--- src/core/word_decode_pkg.sv ---
package word_decode_pkg;
   // Widths
   localparam int WORD_W = 16;
   localparam int ADDR_W = 12;
   localparam int DATA_W = 8;
   localparam int LIT_W = 12;
   localparam int PC_W = 21;
   localparam int NUM_PTR = 3;
   localparam int HIGH_W = ADDR_W - DATA_W;

   // Instruction word field positions
   localparam int MARK_LSB = 12;
   localparam int OPC8_LSB = 8;
   localparam int CALL_LSB = 9;
   localparam int LOAD_PAD_MSB = 7;
   localparam int LOAD_PAD_LSB = 6;
   localparam int LOAD_SEL_MSB = 5;
   localparam int LOAD_SEL_LSB = 4;
   localparam int LOAD_HI_MSB = 3;
   localparam int LOAD_LO_MSB = 7;
   localparam int JUMP_LO_MSB = 7;

   // Opcode patterns
   localparam logic [3:0] SECOND_MARK = 4'hF;
   localparam logic [3:0] MOVE_OPC = 4'hC;
   localparam logic [7:0] JUMP_OPC = 8'hEF;
   localparam logic [6:0] CALL_OPC = 7'h76;
   localparam logic [7:0] LOAD_OPC = 8'hEE;
   localparam logic [1:0] LOAD_PAD = 2'h0;
   localparam logic PC_LSB_VALUE = 1'b0;

   // Data space layout
   localparam logic [7:0] OFFSET_MAX = 8'h5F;
   localparam logic [7:0] ACCESS_SPLIT = 8'h60;
   localparam logic [3:0] LOW_BANK = 4'h0;
   localparam logic [3:0] HIGH_BANK = 4'hF;
   localparam logic [ADDR_W-1:0] WIN_TOP = 12'hFEF;
   localparam int WIN_STRIDE = 8;
   localparam logic [ADDR_W-1:0] OFS_POINTER_PLUS_WORKING_ACCESS = 12'h004;
   localparam logic [ADDR_W-1:0] OFS_HIGH = 12'h005;
   localparam logic [ADDR_W-1:0] OFS_LOW = 12'h006;
   localparam logic [ADDR_W-1:0] PTR_STEP = 12'h001;
   localparam logic [ADDR_W-1:0] PTR_RESET = 12'h000;
   localparam logic [DATA_W-1:0] VIRT_READ_VALUE = 8'h00;
   localparam logic [1:0] IDX_TWO = 2'h2;

   // Decoded instruction kinds
   typedef enum logic [2:0] {
      KIND_NONE, KIND_SINGLE, KIND_NOP, KIND_CALL, KIND_JUMP, KIND_MOVE, KIND_LOAD
   } kind_type;

   // Virtual window access kinds, in window offset order
   typedef enum logic [2:0] {
      WIN_PLAIN, WIN_INC, WIN_DEC, WIN_PRE, WIN_POINTER_PLUS_WORKING_ACCESS
   } win_kind_type;

   typedef struct packed {
      logic valid;
      kind_type kind;
      logic [LIT_W-1:0] literal;
      logic [ADDR_W-1:0] src;
      logic [ADDR_W-1:0] dst;
   } dec_type;

   typedef struct packed {
      logic valid;
      logic write;
      logic bank_sel;
      logic [HIGH_W-1:0] bank;
      logic [DATA_W-1:0] file;
      logic [DATA_W-1:0] wdata;
   } access_type;

   typedef struct packed {
      logic req;
      logic write;
      logic [ADDR_W-1:0] addr;
      logic [DATA_W-1:0] wdata;
   } mem_type;

   typedef struct packed {
      logic hit_virtual;
      logic hit_low;
      logic hit_high;
      logic [1:0] sel;
      win_kind_type kind;
   } win_hit_type;
endpackage : word_decode_pkg

--- src/core/word_decode_pointer_unit.sv ---
`timescale 1ns/1ps
// Summary of operation
// - Four two-word instructions, second word marked
// - Top nibble all ones alone decodes NOP
// - In-sequence second word supplies twelve-bit operand
// - Orphan second word after skip: no effect
// - Pointer modification carries across whole pair
// - Pointer modification never touches status flags
// - Plus-working window addresses pointer plus working
// - Indirect read of virtual window returns 00h
// - Indirect write to virtual window discarded
// - Window write to pointer stores unmodified value
// - Pointer bytes directly readable and writable
// - Other registers fully reachable through windows
// - Extended enable adds indexed access-bank mode
// - Extended mode keeps memory map unchanged
// - Extended mode keeps other addressing unchanged
// - Extended mode leaves pointers zero, one unchanged
// - Extended: file at most 5Fh offsets pointer two
// - Jump target loads counter bits 20:1, bit0 zero
module word_decode_pointer_unit
   import word_decode_pkg::*;
(
   // Clock and reset
   input wire logic I_CORE_CLK,
   input wire logic I_RSTN,
   // Instruction word stream
   input wire logic [WORD_W-1:0] I_WORD,
   input wire logic I_WORD_VALID,
   input wire logic I_WORD_SKIP,
   // Configuration
   input wire logic I_EXT_ENABLE,
   // Data access request
   input wire access_type I_ACC,
   input wire logic [DATA_W-1:0] I_WREG,
   // Data memory read return
   input wire logic [DATA_W-1:0] I_MEM_RDATA,
   // Decode results
   output dec_type O_DEC,
   output logic [PC_W-1:0] O_PC_TARGET,
   output logic O_PC_LOAD,
   // Data memory request
   output mem_type O_MEM,
   // Data access answer
   output logic O_ACC_DONE,
   output logic [DATA_W-1:0] O_ACC_RDATA,
   output logic O_ACC_BUSY
);

   typedef enum {DEC_FIRST, DEC_SECOND} dec_state_type;
   typedef enum {ACC_IDLE, ACC_ISSUE, ACC_WAIT} acc_state_type;

   // Decoder state
   dec_state_type dec_state_reg, dec_state_next;
   logic [WORD_W-1:0] first_reg, first_next;
   dec_type dec_reg, dec_next;
   logic [PC_W-1:0] pc_reg, pc_next;
   logic pc_load_reg, pc_load_next;
   logic ld_req;
   logic [1:0] ld_sel;
   logic [ADDR_W-1:0] ld_val;

   // Pointer and access state
   acc_state_type acc_state_reg, acc_state_next;
   logic [ADDR_W-1:0] ptr_reg [NUM_PTR];
   logic [ADDR_W-1:0] ptr_next [NUM_PTR];
   mem_type mem_reg, mem_next;
   logic done_reg, done_next;
   logic [DATA_W-1:0] rdata_reg, rdata_next;
   logic busy_reg, busy_next;

   // Classify a word as the first word of a pair or a single word
   function automatic kind_type first_kind(input logic [WORD_W-1:0] w);
      kind_type k;
      k = KIND_SINGLE;
      if (w[WORD_W-1:MARK_LSB] == MOVE_OPC) begin
         k = KIND_MOVE;
      end else if (w[WORD_W-1:OPC8_LSB] == JUMP_OPC) begin
         k = KIND_JUMP;
      end else if (w[WORD_W-1:CALL_LSB] == CALL_OPC) begin
         k = KIND_CALL;
      end else if (w[WORD_W-1:OPC8_LSB] == LOAD_OPC &&
                   w[LOAD_PAD_MSB:LOAD_PAD_LSB] == LOAD_PAD) begin
         k = KIND_LOAD;
      end
      return k;
   endfunction : first_kind

   // Locate an address among the virtual windows and pointer bytes
   function automatic win_hit_type decode_win(input logic [ADDR_W-1:0] a);
      win_hit_type h;
      logic [ADDR_W-1:0] d;
      h = '0;
      for (int n = 0; n < NUM_PTR; n++) begin
         d = WIN_TOP - ADDR_W'(n * WIN_STRIDE) - a;
         if (d <= OFS_POINTER_PLUS_WORKING_ACCESS) begin
            h.hit_virtual = 1'b1;
            h.sel = 2'(n);
            h.kind = win_kind_type'(d[2:0]);
         end
         if (d == OFS_HIGH) begin
            h.hit_high = 1'b1;
            h.sel = 2'(n);
         end
         if (d == OFS_LOW) begin
            h.hit_low = 1'b1;
            h.sel = 2'(n);
         end
      end
      return h;
   endfunction : decode_win

   // Instruction decoder next state
   always_comb begin
      dec_state_next = dec_state_reg;
      first_next = first_reg;
      dec_next = '0;
      pc_next = pc_reg;
      pc_load_next = 1'b0;
      ld_req = 1'b0;
      ld_sel = '0;
      ld_val = '0;
      if (I_WORD_VALID) begin
         if (I_WORD_SKIP) begin
            // Skipped word never arms the second-word path
            dec_state_next = DEC_FIRST;
         end else if (dec_state_reg == DEC_SECOND &&
                      I_WORD[WORD_W-1:MARK_LSB] == SECOND_MARK) begin
            dec_state_next = DEC_FIRST;
            dec_next.valid = 1'b1;
            dec_next.kind = first_kind(first_reg);
            dec_next.literal = I_WORD[LIT_W-1:0];
            case (first_kind(first_reg))
               KIND_CALL, KIND_JUMP: begin
                  pc_next = {I_WORD[LIT_W-1:0], first_reg[JUMP_LO_MSB:0],
                             PC_LSB_VALUE};
                  pc_load_next = 1'b1;
               end
               KIND_MOVE: begin
                  dec_next.src = first_reg[LIT_W-1:0];
                  dec_next.dst = I_WORD[LIT_W-1:0];
               end
               KIND_LOAD: begin
                  ld_req = 1'b1;
                  ld_sel = first_reg[LOAD_SEL_MSB:LOAD_SEL_LSB];
                  ld_val = {first_reg[LOAD_HI_MSB:0], I_WORD[LOAD_LO_MSB:0]};
               end
               default: begin
                  dec_next.kind = KIND_NOP;
               end
            endcase
         end else if (I_WORD[WORD_W-1:MARK_LSB] == SECOND_MARK) begin
            // Orphan second word: reported, but nothing else moves
            dec_state_next = DEC_FIRST;
            dec_next.valid = 1'b1;
            dec_next.kind = KIND_NOP;
         end else if (first_kind(I_WORD) != KIND_SINGLE) begin
            // Completion waits for the second fetch
            first_next = I_WORD;
            dec_state_next = DEC_SECOND;
         end else begin
            dec_state_next = DEC_FIRST;
            dec_next.valid = 1'b1;
            dec_next.kind = KIND_SINGLE;
            dec_next.literal = I_WORD[LIT_W-1:0];
         end
      end
   end

   // Instruction decoder registers
   always_ff @(posedge I_CORE_CLK) begin
      if (!I_RSTN) begin
         dec_state_reg <= DEC_FIRST;
         first_reg <= '0;
         dec_reg <= '0;
         pc_reg <= '0;
         pc_load_reg <= 1'b0;
      end else begin
         dec_state_reg <= dec_state_next;
         first_reg <= first_next;
         dec_reg <= dec_next;
         pc_reg <= pc_next;
         pc_load_reg <= pc_load_next;
      end
   end

   // Pointer pairs and data access next state
   always_comb begin
      logic [ADDR_W-1:0] eff;
      logic [ADDR_W-1:0] tgt;
      logic [ADDR_W-1:0] p;
      logic [ADDR_W-1:0] newp;
      logic indirect;
      win_hit_type hit;
      win_hit_type th;
      eff = '0;
      tgt = '0;
      p = '0;
      newp = '0;
      indirect = 1'b0;
      hit = '0;
      th = '0;
      acc_state_next = acc_state_reg;
      ptr_next = ptr_reg;
      mem_next = mem_reg;
      mem_next.req = 1'b0;
      done_next = 1'b0;
      rdata_next = rdata_reg;
      busy_next = busy_reg;
      case (acc_state_reg)
         ACC_IDLE: begin
            if (I_ACC.valid) begin
               // Indexed mode only for low access-bank files
               if (!I_ACC.bank_sel && I_EXT_ENABLE && I_ACC.file <= OFFSET_MAX) begin
                  eff = ptr_reg[IDX_TWO] + ADDR_W'(I_ACC.file);
               end else if (!I_ACC.bank_sel) begin
                  eff = (I_ACC.file < ACCESS_SPLIT) ? {LOW_BANK, I_ACC.file} :
                        {HIGH_BANK, I_ACC.file};
               end else begin
                  eff = {I_ACC.bank, I_ACC.file};
               end
               hit = decode_win(eff);
               tgt = eff;
               th = hit;
               if (hit.hit_virtual) begin
                  // Same window logic for every pointer in both modes
                  indirect = 1'b1;
                  p = ptr_reg[hit.sel];
                  newp = p;
                  tgt = p; // Post-step windows reach the cell before the step
                  case (hit.kind)
                     WIN_INC: newp = p + PTR_STEP;
                     WIN_DEC: newp = p - PTR_STEP;
                     WIN_PRE: begin
                        newp = p + PTR_STEP;
                        tgt = newp;
                     end
                     WIN_POINTER_PLUS_WORKING_ACCESS: begin
                        tgt = p + {{HIGH_W{I_WREG[DATA_W-1]}}, I_WREG};
                     end
                     default: tgt = p;
                  endcase
                  th = decode_win(tgt);
               end
               if (indirect && th.hit_virtual) begin
                  // Window through window: read zero, write dropped
                  rdata_next = VIRT_READ_VALUE;
                  done_next = 1'b1;
               end else begin
                  if (indirect) begin
                     // Full 12-bit step; no status flag path exists here
                     ptr_next[hit.sel] = newp;
                  end
                  if (th.hit_low || th.hit_high) begin
                     done_next = 1'b1;
                     if (I_ACC.write && th.hit_low) begin
                        // Stored value cancels any pending step of this pair
                        ptr_next[th.sel] = ptr_reg[th.sel];
                        ptr_next[th.sel][DATA_W-1:0] = I_ACC.wdata;
                     end else if (I_ACC.write) begin
                        ptr_next[th.sel] = ptr_reg[th.sel];
                        ptr_next[th.sel][ADDR_W-1:DATA_W] =
                           I_ACC.wdata[HIGH_W-1:0];
                     end else if (th.hit_low) begin
                        rdata_next = ptr_reg[th.sel][DATA_W-1:0];
                     end else begin
                        rdata_next = DATA_W'(ptr_reg[th.sel][ADDR_W-1:DATA_W]);
                     end
                  end else begin
                     // Any other register or memory cell, full effect
                     mem_next.req = 1'b1;
                     mem_next.write = I_ACC.write;
                     mem_next.addr = tgt;
                     mem_next.wdata = I_ACC.wdata;
                     busy_next = 1'b1;
                     acc_state_next = ACC_ISSUE;
                  end
               end
            end
         end
         ACC_ISSUE: begin
            acc_state_next = ACC_WAIT;
         end
         ACC_WAIT: begin
            // Memory answers one cycle after the request
            if (!mem_reg.write) begin
               rdata_next = I_MEM_RDATA;
            end
            done_next = 1'b1;
            busy_next = 1'b0;
            acc_state_next = ACC_IDLE;
         end
         default: begin
            acc_state_next = ACC_IDLE;
            busy_next = 1'b0;
         end
      endcase
      // Literal load wins over a same-cycle access write
      if (ld_req && ld_sel < 2'(NUM_PTR)) begin
         ptr_next[ld_sel] = ld_val;
      end
   end

   // Pointer and access registers
   always_ff @(posedge I_CORE_CLK) begin
      if (!I_RSTN) begin
         acc_state_reg <= ACC_IDLE;
         for (int n = 0; n < NUM_PTR; n++) begin
            ptr_reg[n] <= PTR_RESET;
         end
         mem_reg <= '0;
         done_reg <= 1'b0;
         rdata_reg <= '0;
         busy_reg <= 1'b0;
      end else begin
         acc_state_reg <= acc_state_next;
         ptr_reg <= ptr_next;
         mem_reg <= mem_next;
         done_reg <= done_next;
         rdata_reg <= rdata_next;
         busy_reg <= busy_next;
      end
   end

   // Outputs straight from flip-flops
   assign O_DEC = dec_reg;
   assign O_PC_TARGET = pc_reg;
   assign O_PC_LOAD = pc_load_reg;
   assign O_MEM = mem_reg;
   assign O_ACC_DONE = done_reg;
   assign O_ACC_RDATA = rdata_reg;
   assign O_ACC_BUSY = busy_reg;

endmodule : word_decode_pointer_unit

--- config.mk ---
export PLATFORM = sky130hd
export DESIGN_NAME = word_decode_pointer_unit
export DESIGN_NICKNAME = d
export VERILOG_FILES = /design/src/core/word_decode_pkg.sv /design/src/core/word_decode_pointer_unit.sv
export SDC_FILE = /design/constraint.sdc
export NUM_CORES = 1
export LEC_CHECK = 0
export ABC_AREA = 1
export BUFFER_PORTS_ARGS = -buffer_cell sky130_fd_sc_hd__buf_2
export CORE_UTILIZATION = 45
export CTS_CLUSTER_DIAMETER = 100
export CTS_CLUSTER_SIZE = 14
export DETAILED_ROUTE_END_ITERATION = 8
export PLACE_DENSITY = 0.75
export SYNTH_ARGS = -nofsm -noshare
export SYNTH_HDL_FRONTEND = slang
export SYNTH_SLANG_ARGS = --single-unit
--- constraint.sdc ---
create_clock -name I_CORE_CLK -period 6.16 [get_ports I_CORE_CLK]
set_input_delay 0.616 -clock I_CORE_CLK [delete_from_list [all_inputs] [get_ports I_CORE_CLK]]
set_output_delay 0.616 -clock I_CORE_CLK [all_outputs]
set_load 0.01 [all_outputs]
==> results.md <==
Setup path:
- The kind of cell adding the most delay to the critical path is simple AND/OR/NAND/NOR gates.
- The buffering stage count on the worst path with inverters included is 7.
- The kind of end point of the critical path is a flop.
- The critical path is of the flop to flop type.
- The maximum fanout encountered on the critical timing path is 10.
- The critical path launch point type is a flop.
- The largest single stage delay on the critical path is 0.40 ns.
- The slowest stage of the critical path is the sky130_fd_sc_hd__fa_2 cell.
- The cell that appears most often on the critical path is sky130_fd_sc_hd__nand2_2.
- The arrival time at the worst endpoint is 7.06 ns.
- The required time reported for the critical path endpoint is 6.53 ns.

Yosys:
- The most numerous cell in the Yosys netlist is sky130_fd_sc_hd__nand2_1.
- Synthesis inferred between 100 and 150 register bits.
- Sequential cells were found to cover 25.6% of the synthesized design area.
- The post-synthesis net count is around 2000.
- Synthesis instantiated 60 different standard cells from the library.
- The fraction of post-synthesis cell area in the top cell type by area is 25.6%.
- The post-synthesis instance total is 1905.
- The number of synthesized flops with an enable pin is 0.
- The cell area after technology mapping is roughly 0.012 sq mm.
- The post-synthesis async set-or-reset flop share is 0%.
- Ranked by instance count, the synthesized netlist is headed by sky130_fd_sc_hd__nand2_1 (453), sky130_fd_sc_hd__nor2_1 (216), sky130_fd_sc_hd__inv_1 (195).
- The leading area contributor after synthesis is sky130_fd_sc_hd__dfxtp_1.
- The mean instance size in the synthesized netlist is 6.08 sq um.
- The most common flop cell mapped by yosys is sky130_fd_sc_hd__dfxtp_1.
- The Yosys step of the flow raised 0 warnings.
- Yosys attributes the largest share of cell area to sky130_fd_sc_hd__dfxtp_1 (26%), sky130_fd_sc_hd__nand2_1 (15%), sky130_fd_sc_hd__a21oi_1 (8.4%).

Clock tree:
- The tree built by TritonCTS fans out to around 150 sinks.
- Clock-pin slew was measured on the worst setup and hold paths at 0.07 ns.
- The total CTS buffers is 17.
- In this run the clock root is driven by a sky130_fd_sc_hd__clkbuf_16.
- TritonCTS built the clock tree.
- The total of hold buffers inserted after clock tree synthesis is 0.
- The H-tree generated during clock tree synthesis spans 4 levels.
- The clock insertion delay at the later pin of the skew report is around 0.44 ns.
- The worst-case clock buffer depth is 2.

Hold path:
- In this run the worst hold path is classified as primary input to flop.

Die:
- The floorplan has 58 rows.
- The die height is roughly 160 um.
- The full die area is ~0.026 sq mm.
- The width of the die is 162 um.
- In this run the count of I/O pins placed on the die edge is ~150.
- The region available for standard cell placement spans roughly 0.025 sq mm.
- The starting utilization of the core area is between 40% and 50%.

Timing:
- Setup repair after global routing could not meet its margin everywhere.
- The pin slew with the least headroom to its limit is approximately 1.2 ns.
- The final critical-path required period is 6.69 ns.
- The max-slew violation total from the final report came to 0.
- The least setup slack across all paths after layout is -0.532 ns.
- The final clock period utilization by the worst path is 109%.
- The summed negative setup slack over all endpoints is -30.81 ns.
- The highest achievable clock rate is 149 MHz.
- The final setup violation count is 69.
- The final count of hold timing violations came to 0.
- Measured against its own limit, the worst slew margin works out to between 20% and 30%.
- The worst clock skew is 0.0130 ns.

Drt:
- In the final routed layout, each cell accounts on average for between 15 and 20 um.
- In the routed design, unresolved DRC markers number 0.
- Before antenna repair, the detailed router went through 6 iterations.
- The number of antenna-violating nets in the routed design is 0.
- Wires add up to 51700 um.
- The vias after detailed routing is between 15000 and 20000.
- In the routed layout, each cell is associated on average with a via count of just under 6.
- The detailed router finished its first iteration with 2009 violations.

Flow run:
- The count of max-cap constraint violations is 0.

Global route:
- The number of antenna violations at the first check in global routing is 3.
- The number of global-route vias before repair is 14400.
- The wire length of the first global-routing pass is 77400 um.
- Global routing used 38.0% of the available tracks across all layers.
- Global routing finished with a remaining overflow of 0.
- Entering global routing, the biggest net connects 54 pins.

Power:
- For this design the ratio of total power to cell area is 160 mW/mm^2.
- The leakage power is 8.01 nW.
- VDD sags by at most 0.191 mV.

Placed design:
- Summing all placed instances gives a cell area of 0.0144 sq mm.
- The routability-driven placement congestion ratio is 1.10.
- The final HPWL from detailed placement is 35300 um.
- In this run the tool buffered the top-level ports with 152 buffer cells.

Final layout:
- The register with the most flip-flops in the layout has 40 of them.
- The area added between synthesis and finish is 47.3%.
- After routing the design area is around 0.017 sq mm.
- The final layout contains 2392 nets.
- The post-route netlist has 36.5% of its cells at a drive strength greater than 1.
- The post-layout utilization of the core is 67.6%.

Status:
- The checks that failed: setup timing.
- The flow ran to the end, but the final reports show violations.
==> power breakdown <==
group	leakage [nW]	switching [W]	internal, W
sequential	1.20	0.0000223	0.000984
combinational	6.52	0.000376	0.000267
clock	0.294	0.000507	0.000578
total	8.01	0.000905	0.00183
==> layer usage <==
metal | vias to the layer above | share of wire (%) | track usage (%)
li1 | 7077 | - | -
met2 | 992 | 44 | 59.5
met4 | 2 | 7.0 | 24.4
met1 | 7058 | 38 | 45.5
met5 | - | 0.025 | 0
met3 | 299 | 11 | 10.8
==> cells by family (layout without fill, tap and decap cells) <==
logic type / Yosys count / after routing / share of synthesized area [%]
other: 1 / 2 / 0.0324
XOR/XNOR: 13 / 13 / 0.982
AND/OR/NAND/NOR: 941 / 942 / 36.8
flip-flops: 148 / 148 / 25.6
buffers and inverters: 308 / 719 / 11.1
multiplexers: 2 / 2 / 0.173
adder cells (fa/ha/maj): 27 / 27 / 3.04
AO/OA/AOI/OAI: 465 / 466 / 22.3
==> worst register-to-register path, delay by kind of cell, from the launching register on <==
kind,cells,cell delay [ns]
compound gates,11,1.46
xor+xnor,1,0.12
fa+ha+maj,5,1.24
buf+inv,7,0.61
flops,1,0.37
simple gates,28,2.81
==> path summary, 6_finish.rpt <==
| check | cells after the start | slack [ns] | from | endpoint |
|---|---|---|---|---|
| setup / recovery | 52 | -0.53 | ptr_reg[0] | ptr_reg[4] |
| setup reg to reg | 52 | -0.53 | ptr_reg[0] | ptr_reg[4] |
| hold reg to reg | 2 | 0.45 | first_reg[14] | first_reg[14] |
| hold / removal | 4 | 0.45 | I_WORD_VALID | dec_state_reg[0] |
==> final cells by class <==
type / count / area, sq um
Tap cell: 330 / 413
Inverter: 227 / 886
Clock inverter: 15 / 163
Clock buffer: 17 / 425
Antenna cell: 1 / 2.50
Sequential cell: 148 / 2970
Timing Repair inverter: 1 / 7.51
Multi-Input combinational cell: 1451 / 8520
Timing Repair Buffer: 459 / 3690
Fill cell: 2115 / 8190
==> per-stage QoR <==
step | total power, W | hold WS (ns) | std cells | setup slack (ns)
4_1_cts | 0.00267 | 0.441 | 2636 | -0.306
6_report | 0.00273 | 0.453 | 2649 | -0.532
2_1_floorplan | 0.00131 | 0.430 | 1905 | -0.276
3_3_place_gp | 0.00152 | 0.439 | 2543 | -0.801
5_1_grt | 0.00281 | 0.456 | 2648 | -0.961
3_5_place_dp | 0.00153 | 0.442 | 2543 | -0.948
==> what timing repair did <==
item | 4_1_cts | 5_1_grt
buffers inserted | 52 | 20
resized for setup | 179 | 168
cloned | 11 | 2
pin swaps | 95 | 106
hold endpoints to repair | 0 | 0
setup endpoints to repair | 69 | 69
==> cells in the final DEF (no fill, tap or decap), types with 37 or more instances in the layout <==
cell type                 netlist  layout
sky130_fd_sc_hd__nand3_1      136     111
sky130_fd_sc_hd__inv_1        195     186
sky130_fd_sc_hd__buf_4          7     232
sky130_fd_sc_hd__a21oi_2        4      62
sky130_fd_sc_hd__dfxtp_1      148     146
sky130_fd_sc_hd__a21oi_1      194     131
sky130_fd_sc_hd__nor2_1       216     195
sky130_fd_sc_hd__o21ai_0      157     117
sky130_fd_sc_hd__nand2_2       26      54
sky130_fd_sc_hd__o21ai_2        0      37
sky130_fd_sc_hd__o21ai_1       46      43
sky130_fd_sc_hd__buf_2         28     152
sky130_fd_sc_hd__buf_6          9      37
sky130_fd_sc_hd__nand2_1      453     413
Note: power is estimated with default switching activity, not from simulation.
